<file path="src/design/sszecc_pkg.sv">
/*
 * Shared constants and types of the SDRAM sizing helper and ECC syndrome
 * logic: register word indices, field positions, reset values, refresh
 * timing and the check-bit column codes of the 64 data bits.
 * Assumes a 32-bit Avalon-MM register bus with word addressing.
 */
package sszecc_pkg;

    // ------------------------------------------------------------------
    // Register word indices (byte address = index * 4)
    // ------------------------------------------------------------------
    localparam logic [3:0] REG_CTRL      = 4'h0;
    localparam logic [3:0] REG_BLK_EN    = 4'h1;
    localparam logic [3:0] REG_BLK_SIZE  = 4'h2;
    localparam logic [3:0] REG_BASE_LO   = 4'h3;
    localparam logic [3:0] REG_BASE_HI   = 4'h4;
    localparam logic [3:0] REG_COUNTER   = 4'h5;
    localparam logic [3:0] REG_REF_COUNT = 4'h6;
    localparam logic [3:0] REG_ECC_STAT  = 4'h7;
    localparam logic [3:0] REG_EFF_SIZE  = 4'h8;
    localparam logic [3:0] REG_CLK_FREQ  = 4'h9;

    // ------------------------------------------------------------------
    // Field positions and reset values
    // ------------------------------------------------------------------
    localparam int          STAT_SINGLE_BIT = 8;
    localparam int          STAT_MULTI_BIT  = 9;
    localparam int          STAT_INDEX_LSB  = 10;
    localparam int          STAT_CHECK_BIT  = 16;
    localparam int          STAT_NAMED_BIT  = 17;
    localparam logic [15:0] CTRL_RESET      = 16'h0000;
    localparam logic [7:0]  CLK_FREQ_RESET  = 8'h64;  // 100 MHz
    localparam logic [3:0]  SIZE_16MX4      = 4'h4;
    localparam logic [3:0]  SIZE_16MX8      = 4'h5;
    localparam logic [3:0]  SIZE_8MX8       = 4'h2;
    localparam logic [3:0]  SIZE_8MX16      = 4'h3;

    // ------------------------------------------------------------------
    // Refresh timing
    // ------------------------------------------------------------------
    localparam int         CLK_PERIOD_NS      = 10;
    localparam int         REFRESH_US         = 15;
    localparam logic [7:0] REFRESH_US_W       = 8'(REFRESH_US);
    localparam int         REFRESH_CYC_AT_RST = REFRESH_US * 1000
                                                / CLK_PERIOD_NS;

    // ------------------------------------------------------------------
    // Column codes: code of data bit i sits at [i]
    // ------------------------------------------------------------------
    localparam logic [63:0][7:0] COL_CODE = {
        8'h32, 8'h34, 8'h38, 8'hd3, 8'h54, 8'h58, 8'h98, 8'h94,
        8'h64, 8'h68, 8'h70, 8'ha7, 8'ha8, 8'hb0, 8'h31, 8'h29,
        8'hc8, 8'hd0, 8'he0, 8'h4f, 8'h51, 8'h61, 8'h62, 8'h52,
        8'h91, 8'ha1, 8'hc1, 8'h9e, 8'ha2, 8'hc2, 8'hc4, 8'ha4,
        8'h23, 8'h43, 8'h83, 8'h3d, 8'h45, 8'h85, 8'h89, 8'h49,
        8'h46, 8'h86, 8'h07, 8'h7a, 8'h8a, 8'h0b, 8'h13, 8'h92,
        8'h8c, 8'h0d, 8'h0e, 8'hf4, 8'h15, 8'h16, 8'h26, 8'h25,
        8'h19, 8'h1a, 8'h1c, 8'he9, 8'h2a, 8'h2c, 8'h4c, 8'h4a};

    // ------------------------------------------------------------------
    // Carriers
    // ------------------------------------------------------------------
    typedef struct packed {
        logic [7:0] scrub_freq;
        logic       multibit_error_machine_check;
        logic [3:0] err_int_en;
        logic       ecc_correction_control;
        logic       check_bit_raw_access;
        logic       refresh_disable;
    } sszecc_ctrl_t;

    typedef struct packed {
        logic [7:0] syndrome;
        logic [5:0] index;
        logic       is_check;
        logic       named;
    } sszecc_syn_t;

endpackage : sszecc_pkg

</file>
<file path="src/design/sszecc_top.sv">
/*
 * SDRAM sizing support and ECC syndrome logging: control, block enable,
 * size and base registers, a free-running counter, periodic refresh and
 * syndrome capture on each checked read word with a nonzero syndrome, all behind Avalon-MM.
 * Assumes read data and check bits arrive on clock_i from the memory
 * path, and that software runs the sizing walk over the registers.
 */
// Decided for this implementation: the register offsets and register access over Avalon-MM.
`timescale 1ns/100ps
`default_nettype none

module sszecc_top (
    input  wire logic        clock_i,         // 100 MHz clock
    input  wire logic        reset_n_i,       // Async reset, active low
    input  wire logic [3:0]  avs_address_i,   // Word index
    input  wire logic        avs_read_i,      // Read request
    input  wire logic        avs_write_i,     // Write request
    input  wire logic [31:0] avs_writedata_i, // Write data
    input  wire logic [3:0]  avs_byteenable_i,// Byte lanes
    output logic      [31:0] avs_readdata_o,  // Read data
    output logic             avs_waitrequest_o,// Stall
    input  wire logic [63:0] rd_data_i,       // Memory read data
    input  wire logic [7:0]  rd_check_i,      // Memory check bits
    input  wire logic        rd_valid_i,      // Read word valid
    output logic      [63:0] rd_data_o,       // Corrected data
    output logic             rd_valid_o,      // Corrected data valid
    output logic             refresh_o,       // Refresh request pulse
    output logic      [7:0]  block_en_o,      // Block enables A..H
    output logic      [31:0] block_size_o,    // Canonical size codes
    output logic      [63:0] block_base_o     // Base bits per block
);

    // ------------------------------------------------------------------
    // Reset release
    // ------------------------------------------------------------------
    logic [1:0] rst_sync_ff;
    logic       rst_n;

    // Release through two flops so reset leaves on a clean edge
    always_ff @(posedge clock_i or negedge reset_n_i) begin
        if (!reset_n_i) begin
            rst_sync_ff <= 2'b00;
        end else begin
            rst_sync_ff <= {rst_sync_ff[0], 1'b1};
        end
    end
    assign rst_n = rst_sync_ff[1];

    // ------------------------------------------------------------------
    // Helpers
    // ------------------------------------------------------------------
    // Merge write data under byte enables
    function automatic logic [31:0] merge_be(input logic [31:0] old_v,
                                             input logic [31:0] new_v,
                                             input logic [3:0]  be);
        logic [31:0] r;
        r = old_v;
        for (int b = 0; b < 4; b++) begin
            if (be[b]) begin
                r[b*8 +: 8] = new_v[b*8 +: 8];
            end
        end
        return r;
    endfunction : merge_be

    // Fold encodings that the controller treats alike
    function automatic logic [3:0] canon_size(input logic [3:0] s);
        logic [3:0] r;
        r = s;
        if (s == sszecc_pkg::SIZE_16MX4) begin
            r = sszecc_pkg::SIZE_16MX8;
        end else if (s == sszecc_pkg::SIZE_8MX8) begin
            r = sszecc_pkg::SIZE_8MX16;
        end
        return r;
    endfunction : canon_size

    // ------------------------------------------------------------------
    // State
    // ------------------------------------------------------------------
    sszecc_pkg::sszecc_ctrl_t ctrl_ff, nxt_ctrl;
    sszecc_pkg::sszecc_syn_t  syn;
    logic [7:0]  blk_en_ff,    nxt_blk_en;
    logic [31:0] blk_size_ff,  nxt_blk_size;
    logic [31:0] base_lo_ff,   nxt_base_lo;
    logic [31:0] base_hi_ff,   nxt_base_hi;
    logic [7:0]  clk_freq_ff,  nxt_clk_freq;
    logic [31:0] counter_ff,   nxt_counter;
    logic [31:0] ref_count_ff, nxt_ref_count;
    logic [15:0] ref_timer_ff, nxt_ref_timer;
    logic        refresh_ff,   nxt_refresh;
    logic [17:0] ecc_stat_ff,  nxt_ecc_stat;
    logic [31:0] eff_size_ff,  nxt_eff_size;
    logic [31:0] rdata_ff,     nxt_rdata;
    logic        wait_ff,      nxt_wait;
    logic [63:0] rd_data_ff,   nxt_rd_data;
    logic        rd_valid_ff,  nxt_rd_valid;
    logic        req, acc, wr_acc;
    logic [15:0] ref_interval;
    logic [31:0] eff_size_c;
    // Status field positions, shortened for the datapath
    localparam int STAT_SB = sszecc_pkg::STAT_SINGLE_BIT;
    localparam int STAT_MB = sszecc_pkg::STAT_MULTI_BIT;
    localparam int STAT_IX = sszecc_pkg::STAT_INDEX_LSB;
    localparam int STAT_CK = sszecc_pkg::STAT_CHECK_BIT;
    localparam int STAT_NB = sszecc_pkg::STAT_NAMED_BIT;

    sszecc_syndrome u_syndrome (
        .data_i  (rd_data_i),
        .check_i (rd_check_i),
        .syn_o   (syn)
    );

    // Canonical size code per block
    for (genvar g = 0; g < 8; g++) begin : g_canon
        assign eff_size_c[g*4 +: 4] = canon_size(blk_size_ff[g*4 +: 4]);
    end

    assign req = avs_read_i | avs_write_i;
    assign acc = req & wait_ff;
    assign wr_acc = avs_write_i & ~wait_ff;
    // Refresh period follows the programmed clock rate
    assign ref_interval = 16'({8'h00, clk_freq_ff} * {8'h00,
                              sszecc_pkg::REFRESH_US_W});

    // ------------------------------------------------------------------
    // Bus slave and registers: next values
    // ------------------------------------------------------------------
    // Request answered one cycle after it is seen; write lands then
    always_comb begin
        nxt_wait     = ~acc;
        nxt_rdata    = rdata_ff;
        nxt_ctrl     = ctrl_ff;
        nxt_blk_en   = blk_en_ff;
        nxt_blk_size = blk_size_ff;
        nxt_base_lo  = base_lo_ff;
        nxt_base_hi  = base_hi_ff;
        nxt_clk_freq = clk_freq_ff;
        if (acc && avs_read_i) begin
            unique case (avs_address_i)
                sszecc_pkg::REG_CTRL:      nxt_rdata = {16'h0000, ctrl_ff};
                sszecc_pkg::REG_BLK_EN:    nxt_rdata = {24'h0, blk_en_ff};
                sszecc_pkg::REG_BLK_SIZE:  nxt_rdata = blk_size_ff;
                sszecc_pkg::REG_BASE_LO:   nxt_rdata = base_lo_ff;
                sszecc_pkg::REG_BASE_HI:   nxt_rdata = base_hi_ff;
                sszecc_pkg::REG_COUNTER:   nxt_rdata = counter_ff;
                sszecc_pkg::REG_REF_COUNT: nxt_rdata = ref_count_ff;
                sszecc_pkg::REG_ECC_STAT:  nxt_rdata = {14'h0, ecc_stat_ff};
                sszecc_pkg::REG_EFF_SIZE:  nxt_rdata = eff_size_ff;
                sszecc_pkg::REG_CLK_FREQ:  nxt_rdata = {24'h0, clk_freq_ff};
                default:                   nxt_rdata = 32'h0000_0000;
            endcase
        end
        if (wr_acc) begin
            unique case (avs_address_i)
                sszecc_pkg::REG_CTRL:
                    nxt_ctrl = 16'(merge_be({16'h0000, ctrl_ff},
                                   avs_writedata_i, avs_byteenable_i));
                sszecc_pkg::REG_BLK_EN:
                    nxt_blk_en = 8'(merge_be({24'h0, blk_en_ff},
                                     avs_writedata_i, avs_byteenable_i));
                sszecc_pkg::REG_BLK_SIZE:
                    nxt_blk_size = merge_be(blk_size_ff, avs_writedata_i,
                                            avs_byteenable_i);
                sszecc_pkg::REG_BASE_LO:
                    nxt_base_lo = merge_be(base_lo_ff, avs_writedata_i,
                                           avs_byteenable_i);
                sszecc_pkg::REG_BASE_HI:
                    nxt_base_hi = merge_be(base_hi_ff, avs_writedata_i,
                                           avs_byteenable_i);
                sszecc_pkg::REG_CLK_FREQ:
                    nxt_clk_freq = 8'(merge_be({24'h0, clk_freq_ff},
                                       avs_writedata_i, avs_byteenable_i));
                default: ;  // Read-only or unmapped: ignored; status flag clears are handled below
            endcase
        end
    end

    // Register bank
    always_ff @(posedge clock_i or negedge rst_n) begin
        if (!rst_n) begin
            wait_ff     <= 1'b1;
            rdata_ff    <= 32'h0000_0000;
            ctrl_ff     <= sszecc_pkg::CTRL_RESET;
            blk_en_ff   <= 8'h00;
            blk_size_ff <= 32'h0000_0000;
            base_lo_ff  <= 32'h0000_0000;
            base_hi_ff  <= 32'h0000_0000;
            clk_freq_ff <= sszecc_pkg::CLK_FREQ_RESET;
        end else begin
            wait_ff     <= nxt_wait;
            rdata_ff    <= nxt_rdata;
            ctrl_ff     <= nxt_ctrl;
            blk_en_ff   <= nxt_blk_en;
            blk_size_ff <= nxt_blk_size;
            base_lo_ff  <= nxt_base_lo;
            base_hi_ff  <= nxt_base_hi;
            clk_freq_ff <= nxt_clk_freq;
        end
    end

    // ------------------------------------------------------------------
    // Counter, refresh and ECC datapath: next values
    // ------------------------------------------------------------------
    // Status flags: hardware set wins over a same-cycle clear
    always_comb begin
        nxt_counter   = counter_ff + 32'h0000_0001;
        nxt_ref_timer = ref_timer_ff + 16'h0001;
        nxt_refresh   = 1'b0;
        nxt_ref_count = ref_count_ff;
        nxt_eff_size  = eff_size_c;
        nxt_ecc_stat  = ecc_stat_ff;
        nxt_rd_data   = rd_data_ff;
        nxt_rd_valid  = rd_valid_i;
        // Timer keeps running so a refresh comes due per interval
        if (ref_timer_ff >= ref_interval - 16'h0001) begin
            nxt_ref_timer = 16'h0000;
            if (!ctrl_ff.refresh_disable && (blk_en_ff != 8'h00)) begin
                nxt_refresh   = 1'b1;
                nxt_ref_count = ref_count_ff + 32'h0000_0001;
            end
        end
        // Write one to bits 8 or 9 clears the sticky flags
        if (wr_acc && avs_address_i == sszecc_pkg::REG_ECC_STAT
            && avs_byteenable_i[1]) begin
            if (avs_writedata_i[STAT_SB]) begin
                nxt_ecc_stat[STAT_SB] = 1'b0;
            end
            if (avs_writedata_i[STAT_MB]) begin
                nxt_ecc_stat[STAT_MB] = 1'b0;
            end
        end
        if (rd_valid_i) begin
            nxt_rd_data = rd_data_i;
            // Raw check-bit access turns checking off for the word
            if (!ctrl_ff.check_bit_raw_access
                && syn.syndrome != 8'h00) begin
                if (syn.named) begin
                    nxt_ecc_stat[7:0] = syn.syndrome;
                    nxt_ecc_stat[STAT_SB] = 1'b1;
                    nxt_ecc_stat[STAT_IX +: 6] = syn.index;
                    nxt_ecc_stat[STAT_CK] = syn.is_check;
                    nxt_ecc_stat[STAT_NB] = 1'b1;
                    if (ctrl_ff.ecc_correction_control && !syn.is_check) begin
                        nxt_rd_data[syn.index] = ~rd_data_i[syn.index];
                    end
                end else begin
                    nxt_ecc_stat[7:0] = syn.syndrome;
                    nxt_ecc_stat[STAT_MB] = 1'b1;
                    nxt_ecc_stat[STAT_NB] = 1'b0;
                end
            end
        end
    end

    // Datapath registers
    always_ff @(posedge clock_i or negedge rst_n) begin
        if (!rst_n) begin
            counter_ff   <= 32'h0000_0000;
            ref_timer_ff <= 16'h0000;
            refresh_ff   <= 1'b0;
            ref_count_ff <= 32'h0000_0000;
            eff_size_ff  <= 32'h0000_0000;
            ecc_stat_ff  <= 18'h00000;
            rd_data_ff   <= 64'h0000_0000_0000_0000;
            rd_valid_ff  <= 1'b0;
        end else begin
            counter_ff   <= nxt_counter;
            ref_timer_ff <= nxt_ref_timer;
            refresh_ff   <= nxt_refresh;
            ref_count_ff <= nxt_ref_count;
            eff_size_ff  <= nxt_eff_size;
            ecc_stat_ff  <= nxt_ecc_stat;
            rd_data_ff   <= nxt_rd_data;
            rd_valid_ff  <= nxt_rd_valid;
        end
    end

    // ------------------------------------------------------------------
    // Outputs
    // ------------------------------------------------------------------
    assign avs_readdata_o    = rdata_ff;
    assign avs_waitrequest_o = wait_ff;
    assign rd_data_o         = rd_data_ff;
    assign rd_valid_o        = rd_valid_ff;
    assign refresh_o         = refresh_ff;
    assign block_en_o        = blk_en_ff;
    assign block_size_o      = eff_size_ff;
    assign block_base_o      = {base_hi_ff, base_lo_ff};

endmodule : sszecc_top

`default_nettype wire

</file>
<file path="src/design/sszecc_syndrome.sv">
/*
 * Combinational syndrome generator and decoder for one 72-bit word.
 * Assumes data and stored check bits are stable in the same cycle.
 */
`timescale 1ns/100ps
`default_nettype none

module sszecc_syndrome (
    input  wire logic [63:0]         data_i,  // Read data
    input  wire logic [7:0]          check_i, // Stored check bits
    output var sszecc_pkg::sszecc_syn_t syn_o // Syndrome and decode
);

    logic [7:0] regen;

    // ------------------------------------------------------------------
    // Regenerate check bits and decode
    // ------------------------------------------------------------------
    // Regenerated check bits xor stored check bits
    always_comb begin
        regen = 8'h00;
        for (int i = 0; i < 64; i++) begin
            if (data_i[i]) begin
                regen = regen ^ sszecc_pkg::COL_CODE[i];
            end
        end
        syn_o.syndrome = regen ^ check_i;
        syn_o.index    = 6'h00;
        syn_o.is_check = 1'b0;
        syn_o.named    = 1'b0;
        // Zero and unassigned codes never name a bit
        for (int i = 0; i < 64; i++) begin
            if (syn_o.syndrome == sszecc_pkg::COL_CODE[i]) begin
                syn_o.index = 6'(i);
                syn_o.named = 1'b1;
            end
        end
        for (int j = 0; j < 8; j++) begin
            if (syn_o.syndrome == (8'h01 << j)) begin
                syn_o.index    = 6'(j);
                syn_o.is_check = 1'b1;
                syn_o.named    = 1'b1;
            end
        end
    end

endmodule : sszecc_syndrome

`default_nettype wire

</file>
<file path="config.mk">
export PLATFORM = sky130hd
export DESIGN_NAME = sszecc_top
export DESIGN_NICKNAME = d
export VERILOG_FILES = /design/src/design/sszecc_pkg.sv /design/src/design/sszecc_top.sv /design/src/design/sszecc_syndrome.sv
export SDC_FILE = /design/constraint.sdc
export NUM_CORES = 1
export LEC_CHECK = 0
export BUFFER_PORTS_ARGS = -buffer_cell sky130_fd_sc_hd__buf_2
export CAP_MARGIN = 10
export CORE_UTILIZATION = 40
export CTS_BUF_LIST = sky130_fd_sc_hd__clkbuf_4 sky130_fd_sc_hd__clkbuf_8
export CTS_CLUSTER_DIAMETER = 150
export DETAILED_ROUTE_END_ITERATION = 8
export PLACE_DENSITY = 0.6
export SLEW_MARGIN = 20
export SYNTH_ARGS = -nofsm -noshare
export SYNTH_HDL_FRONTEND = slang
export SYNTH_HIERARCHICAL = 1
export SYNTH_SLANG_ARGS = --single-unit
</file>
<file path="constraint.sdc">
create_clock -name clock_i -period 26.6 [get_ports clock_i]
set_input_delay 1.33 -clock clock_i [delete_from_list [all_inputs] [get_ports clock_i]]
set_output_delay 1.33 -clock clock_i [all_outputs]
set_load 0.05 [all_outputs]
</file>
Word level (Yosys, flattened, before mapping)
Index checks and enable logic that the tools add are counted.
W data, S select, Z words.
{"block": "classes", "mux": 235, "mul": 1, "bitwise": 70, "addsub": 4, "n_reduce_logical": 32, "n_lt_le_gt_ge": 3, "n_eq_ne": 97}
{"operator": "$pmux W32 S10", "n": 1}
{"operator": "$mux W8", "n": 34}
{"operator": "$mux W6", "n": 43}
{"operator": "$eq A8 B8 Y1 const B", "n": 27}
{"operator": "$mux W64", "n": 3}
{"operator": "$not A3 Y3", "n": 55}
{"operator": "$eq A8 B7 Y1 const B", "n": 18}
{"operator": "$mux W7", "n": 17}
{"operator": "$mux W5", "n": 22}
{"operator": "$mux W4", "n": 27}
{"operator": "$eq A8 B6 Y1 const B", "n": 12}
{"operator": "$mux W1", "n": 74}
{"operator": "$add A32 B1 Y32 const B", "n": 2}
{"operator": "$bwmux W64", "n": 1}
{"operator": "$eq A8 B5 Y1 const B", "n": 7}
{"operator": "$reduce_and A3 Y1", "n": 17}
{"operator": "$eq A4 B3 Y1 const B", "n": 12}
{"operator": "$eq A4 B2 Y1 const B", "n": 10}
{"operator": "$not A5 Y5", "n": 7}
{"operator": "$eq A8 B4 Y1 const B", "n": 4}
{"operator": "$mux W10", "n": 2}
{"operator": "$add A16 B1 Y16 const B", "n": 1}
{"operator": "$eq A8 B3 Y1 const B", "n": 2}
{"operator": "$ge A16 B16 Y1", "n": 1}
{"operator": "other kinds (23)", "n": 43}
{"block": "word_totals", "wordCells": 475, "inputBits": 117, "ff_bits": 359, "out_inout_bits": 203}

Longest topological paths before layout
{"block": "logic_depth", "word_depth": 209, "depth_mapped": 25, "depth_no_buf": 23}

Hierarchy
The synthesis kept the hierarchy.
{"mod": "sszecc_top", "cells_per_inst": 1633, "area_per_inst_um2": 18445.2, "seq_area_each_um2": 8988.6, "instances": 1}
{"mod": "sszecc_syndrome", "cells_per_inst": 359, "area_per_inst_um2": 2915.3, "seq_area_each_um2": 0.0, "instances": 1}

Least setup slack after synthesis
OpenSTA, ideal clock, no wires.
{"block": "synth_timing", "path_type": "in2reg", "from": "input port rd_data_i[61]", "to": "register rd_data_ff[18], in the netlist rd_data_o[18]", "required_ps": 26475, "n_path_buf": 5, "t_arrival_ps": 5516, "path_slack_ps": 20959, "setup_time_ps": 125, "stages": 22, "path_cell_list": "xnor3_1 -> xor2_1 -> xnor3_2 -> xnor2_4 -> buf_2 -> nand2_2 -> nor2_2 -> o221ai_2 -> o41ai_2 -> nand2_1 -> nand4_1 -> buf_6 -> buf_12 -> buf_12 -> nor3_2 -> a311oi_1 -> o211ai_1 -> a22oi_2 -> nand4_4 -> buf_6 -> mux2_2 -> mux2_4"}
{"element": "from (decl)", "line": "sszecc_top.sv:22", "rtl": "input wire logic [63:0] rd_data_i,"}
{"element": "to (signal assigned)", "line": "sszecc_top.sv:274", "rtl": "rd_data_ff <= nxt_rd_data;"}
{"element": "to (decl)", "line": "sszecc_top.sv:96", "rtl": "logic [63:0] rd_data_ff, nxt_rd_data;"}

==> results.yml <==
finish:
  area_delta_synth_final_pct: 16.90
  drive_above_1_share_pct: 31.39
  fin_nets: 2459
  fillers: 4910
  final_core_util_pct: 47.42
  final_cells: 3026
place:
  dp.cells: 2911
  dp_hpwl_mm: 51.84
  gp_congestion: 0.9007
  portBuffers: 319
floorplanning:
  die_area_um2: 54330
  die_y_um: 233.1
  row_count: 84
  start_util_pct: 40.57
  die_w_um: 233.1
  design.core.area_um2: 52660
  io_pins: 320
cts:
  clock_path_buffers: 3
  cts_setup_buffers: 0
  cts_tree: "done"
  clkTransAtPathRegs_ns: 0.06
  cts_inserted_buffers: 66
  clk_latency_ns: 0.67
  cts_max_level: 3
  clock_sinks: 359
  postCtsHoldBufs: 0
  root_buffer: "clkbuf_8"
  post_cts_resize_count: 0
setup_path:
  ff2ff_path_depth: 24
  critPathArrivalTime_ns: 7.56
  required_ns: 27.13
  critPathKind: "in -> reg"
  critPathCaptureType: "flip-flop"
  start_kind: "input pin"
  crit_path_max_fanout: 64
sta:
  tns_ns: 0
  final-setup-viol-count: 0
  worstMarginPinSlew_ns: 1.159
  hold_viol_final: 0
  fin_skew_ns: 0.05556
  finalCritPeriodShare_pct: 26.40
  clock.fmax_mhz: 142.4
  rsz0062_at_grt: "no"
  finalCriticalPeriod_ns: 7.023
  slew_violations: 0
  slew_headroom_pct: 22.41
synthesis:
  ys_warn_count: 6
  yosys-top-cells-area: "dfrtp_1, mux2_2, xnor2_1, nand2_1, a22oi_1"
  synthFlopType: "dfrtp_1"
  synth_most_common_cell: "dfrtp_1"
  synth_cell_type_count: 102
  avgSynthCellArea_um2: 10.72
  syn_area_um2: 21360
  synthArstFlopShare_pct: 100.0
  synth_seq_cells: 359
  synth-seq-area-share_pct: 42.08
  syn_nets: 2160
  synth_common_cells: "dfrtp_1, nand2_1, mux2_2"
  netlist.area_leader.share_pct: 41.59
  synthCells: 1992
  synth-edff-count: 0
  yosysTopAreaCell: "dfrtp_1"
global_routing:
  grtUsageMet3_pct: 6.555
  grt_pass1_vias: 17460
  grtUsageMet2_pct: 39.41
  grt_use_met1_pct: 35.92
  grt_max_degree: 143
  antenna_found_initial: 3
  grt_pass1_wl_mm: 107.8
  grt_overflow_total: 0
  grt_busiest_layer: "met2"
  grtUsageTotal_pct: 26.32
detailed_routing:
  vias: 17280
  wl_per_cell_um: 23.70
  dr.first_iter.drc_count: 1431
  drc: 0
  via_per_inst: 5.709
  ant_nets: 0
  drt_pass1_iterations: 7
  routed_wl_mm: 71.72
pwr:
  vdd_drop_max_mv: 0.3155
  power.density_nw_per_um2: 137.2
  p_int_uw: 1631
  comb_power_share_pct: 63.4
  pwr-share-seq_pct: 20.0
  clkPwrFrac_pct: 16.5
  p_leak_uw: 0.01205
  p_sw_uw: 1794
  power.share.switching_pct: 52.37
min_path:
  hold_depth: 0
  hold_class: "reg -> reg"
outcome:
  outcome: "finished, final reports clean"
flow_run:
  maxCapViolations: 0
## registers in the layout, summed over array words and instances (netlist names), 16 cells and up
| signal | count |
|---|---|
| block_size_o | 32 |
| ref_timer_ff | 16 |
| counter_ff | 32 |
| blk_size_ff | 32 |
| ctrl_ff | 16 |
| base_lo_ff | 32 |
| ref_count_ff | 32 |
| avs_readdata_o | 32 |
| ecc_stat_ff | 18 |
| rd_data_o | 64 |
| base_hi_ff | 32 |
## placed cells by master (no fill, tap or decap), types with 6 or more instances in the layout
cell / count
xnor3_1: 15
mux4_1: 7
xnor2_1: 130
fa_1: 12
a211oi_1: 8
and2_1: 6
a22oi_1: 89
a2111oi_0: 7
nand2_1: 203
nor3_1: 27
o211ai_1: 12
mux2i_1: 54
buf_4: 29
a21oi_1: 44
mux2_2: 181
xor2_1: 65
nand3_1: 46
clkbuf_8: 82
nor3_2: 6
nor4_1: 11
ha_1: 39
buf_2: 318
a21o_1: 10
dfrtp_1: 354
a221oi_1: 23
inv_1: 91
mux2_4: 29
or4_1: 7
o21ai_0: 51
and3_1: 27
and4_1: 6
a22o_1: 28
nor2_1: 86
nand4_1: 44
nor2b_1: 8
clkbuf_4: 20
o21bai_1: 8
nand2b_1: 16
## critical path, stage by stage
cell and delay [ns]:
buf_2 0.14, xnor2_2 0.23, xnor3_1 0.47, xnor2_1 0.22, xnor3_2 0.78, xnor2_1 0.45, xor2_1 0.18, a21oi_1 0.08
o311ai_0 0.57, nor3_1 0.15, o2111ai_2 0.11, buf_4 0.34, nor3_2 0.08, a311oi_1 0.29, o211ai_1 0.16, a22oi_2 0.33
nand4_4 0.70, mux2_2 0.59, mux2_2 0.27
## logic make-up after synthesis
group / count (synthesis) / share of synthesized area (%)
AO/OA/AOI/OAI: 331 / 11.20
XOR/XNOR: 227 / 11.34
adder cells (fa/ha/maj): 51 / 3.409
buffers and inverters: 214 / 4.376
flip-flops: 359 / 42.08
multiplexers: 274 / 15.29
other: 1 / 0.01756
AND/OR/NAND/NOR: 535 / 12.29
## path summary, 6_finish.rpt
check,start,end,slack [ns]
min in group asynchronous,reset_n_i,rst_sync_ff[1]$_DFF_PN0_,0.44
min,rst_sync_ff[0]$_DFF_PN0_,rst_sync_ff[1]$_DFF_PN0_,0.35
max,rd_data_i[27],rd_data_o[63]$_DFFE_PN0P_,19.58
max in group asynchronous,rst_sync_ff[1]$_DFF_PN0_,counter_ff[28]$_DFF_PN0_,23.90
min reg2reg,rst_sync_ff[0]$_DFF_PN0_,rst_sync_ff[1]$_DFF_PN0_,0.35
max reg2reg,clk_freq_ff[0]$_DFFE_PN0P_,ref_count_ff[1]$_DFFE_PN0P_,20.52
## power by group through the flow
stage,Combinational [µW],Sequential (µW),Clock [µW]
6_report,2170,685,567
5_1_grt,2330,694,605
4_1_cts,2170,685,580
3_5_place_dp,2160,693,0
3_3_place_gp,2150,691,0
2_1_floorplan,1630,815,0
## stage by stage
stage | setup slack, ns | power, µW | hold WS [ns] | cell area (µm²)
3_5_place_dp | 18.96 | 2853 | 0.3347 | 23570
5_1_grt | 19.24 | 3633 | 0.3524 | 24970
4_1_cts | 19.63 | 3430 | 0.3490 | 24960
2_1_floorplan | 15.86 | 2441 | 0.3312 | 21360
6_report | 19.58 | 3425 | 0.3477 | 24970
3_3_place_gp | 18.95 | 2846 | 0.3451 | 23550
## final cells by class
cell class	count	area, µm²	share of cell area (%)
antenna	3	7.507	0.03006
clock buffer	102	1279	5.121
clock inverter	10	112.6	0.4510
inverter	96	367.9	1.473
multi-input combinational	1419	11510	46.09
sequential	359	8992	36.01
tap	688	860.8	3.447
timing repair buffer	349	1841	7.371
## routing by layer
metal | wire (µm) | vias up | share of wire, %
met2 | 32120 | 739 | 45
met5 | 12 | - | 0.017
li1 | - | 7730 | -
met1 | 31120 | 8641 | 43
met3 | 5663 | 164 | 7.9
met4 | 2798 | 2 | 3.9
(Power assumes the default switching activity.)
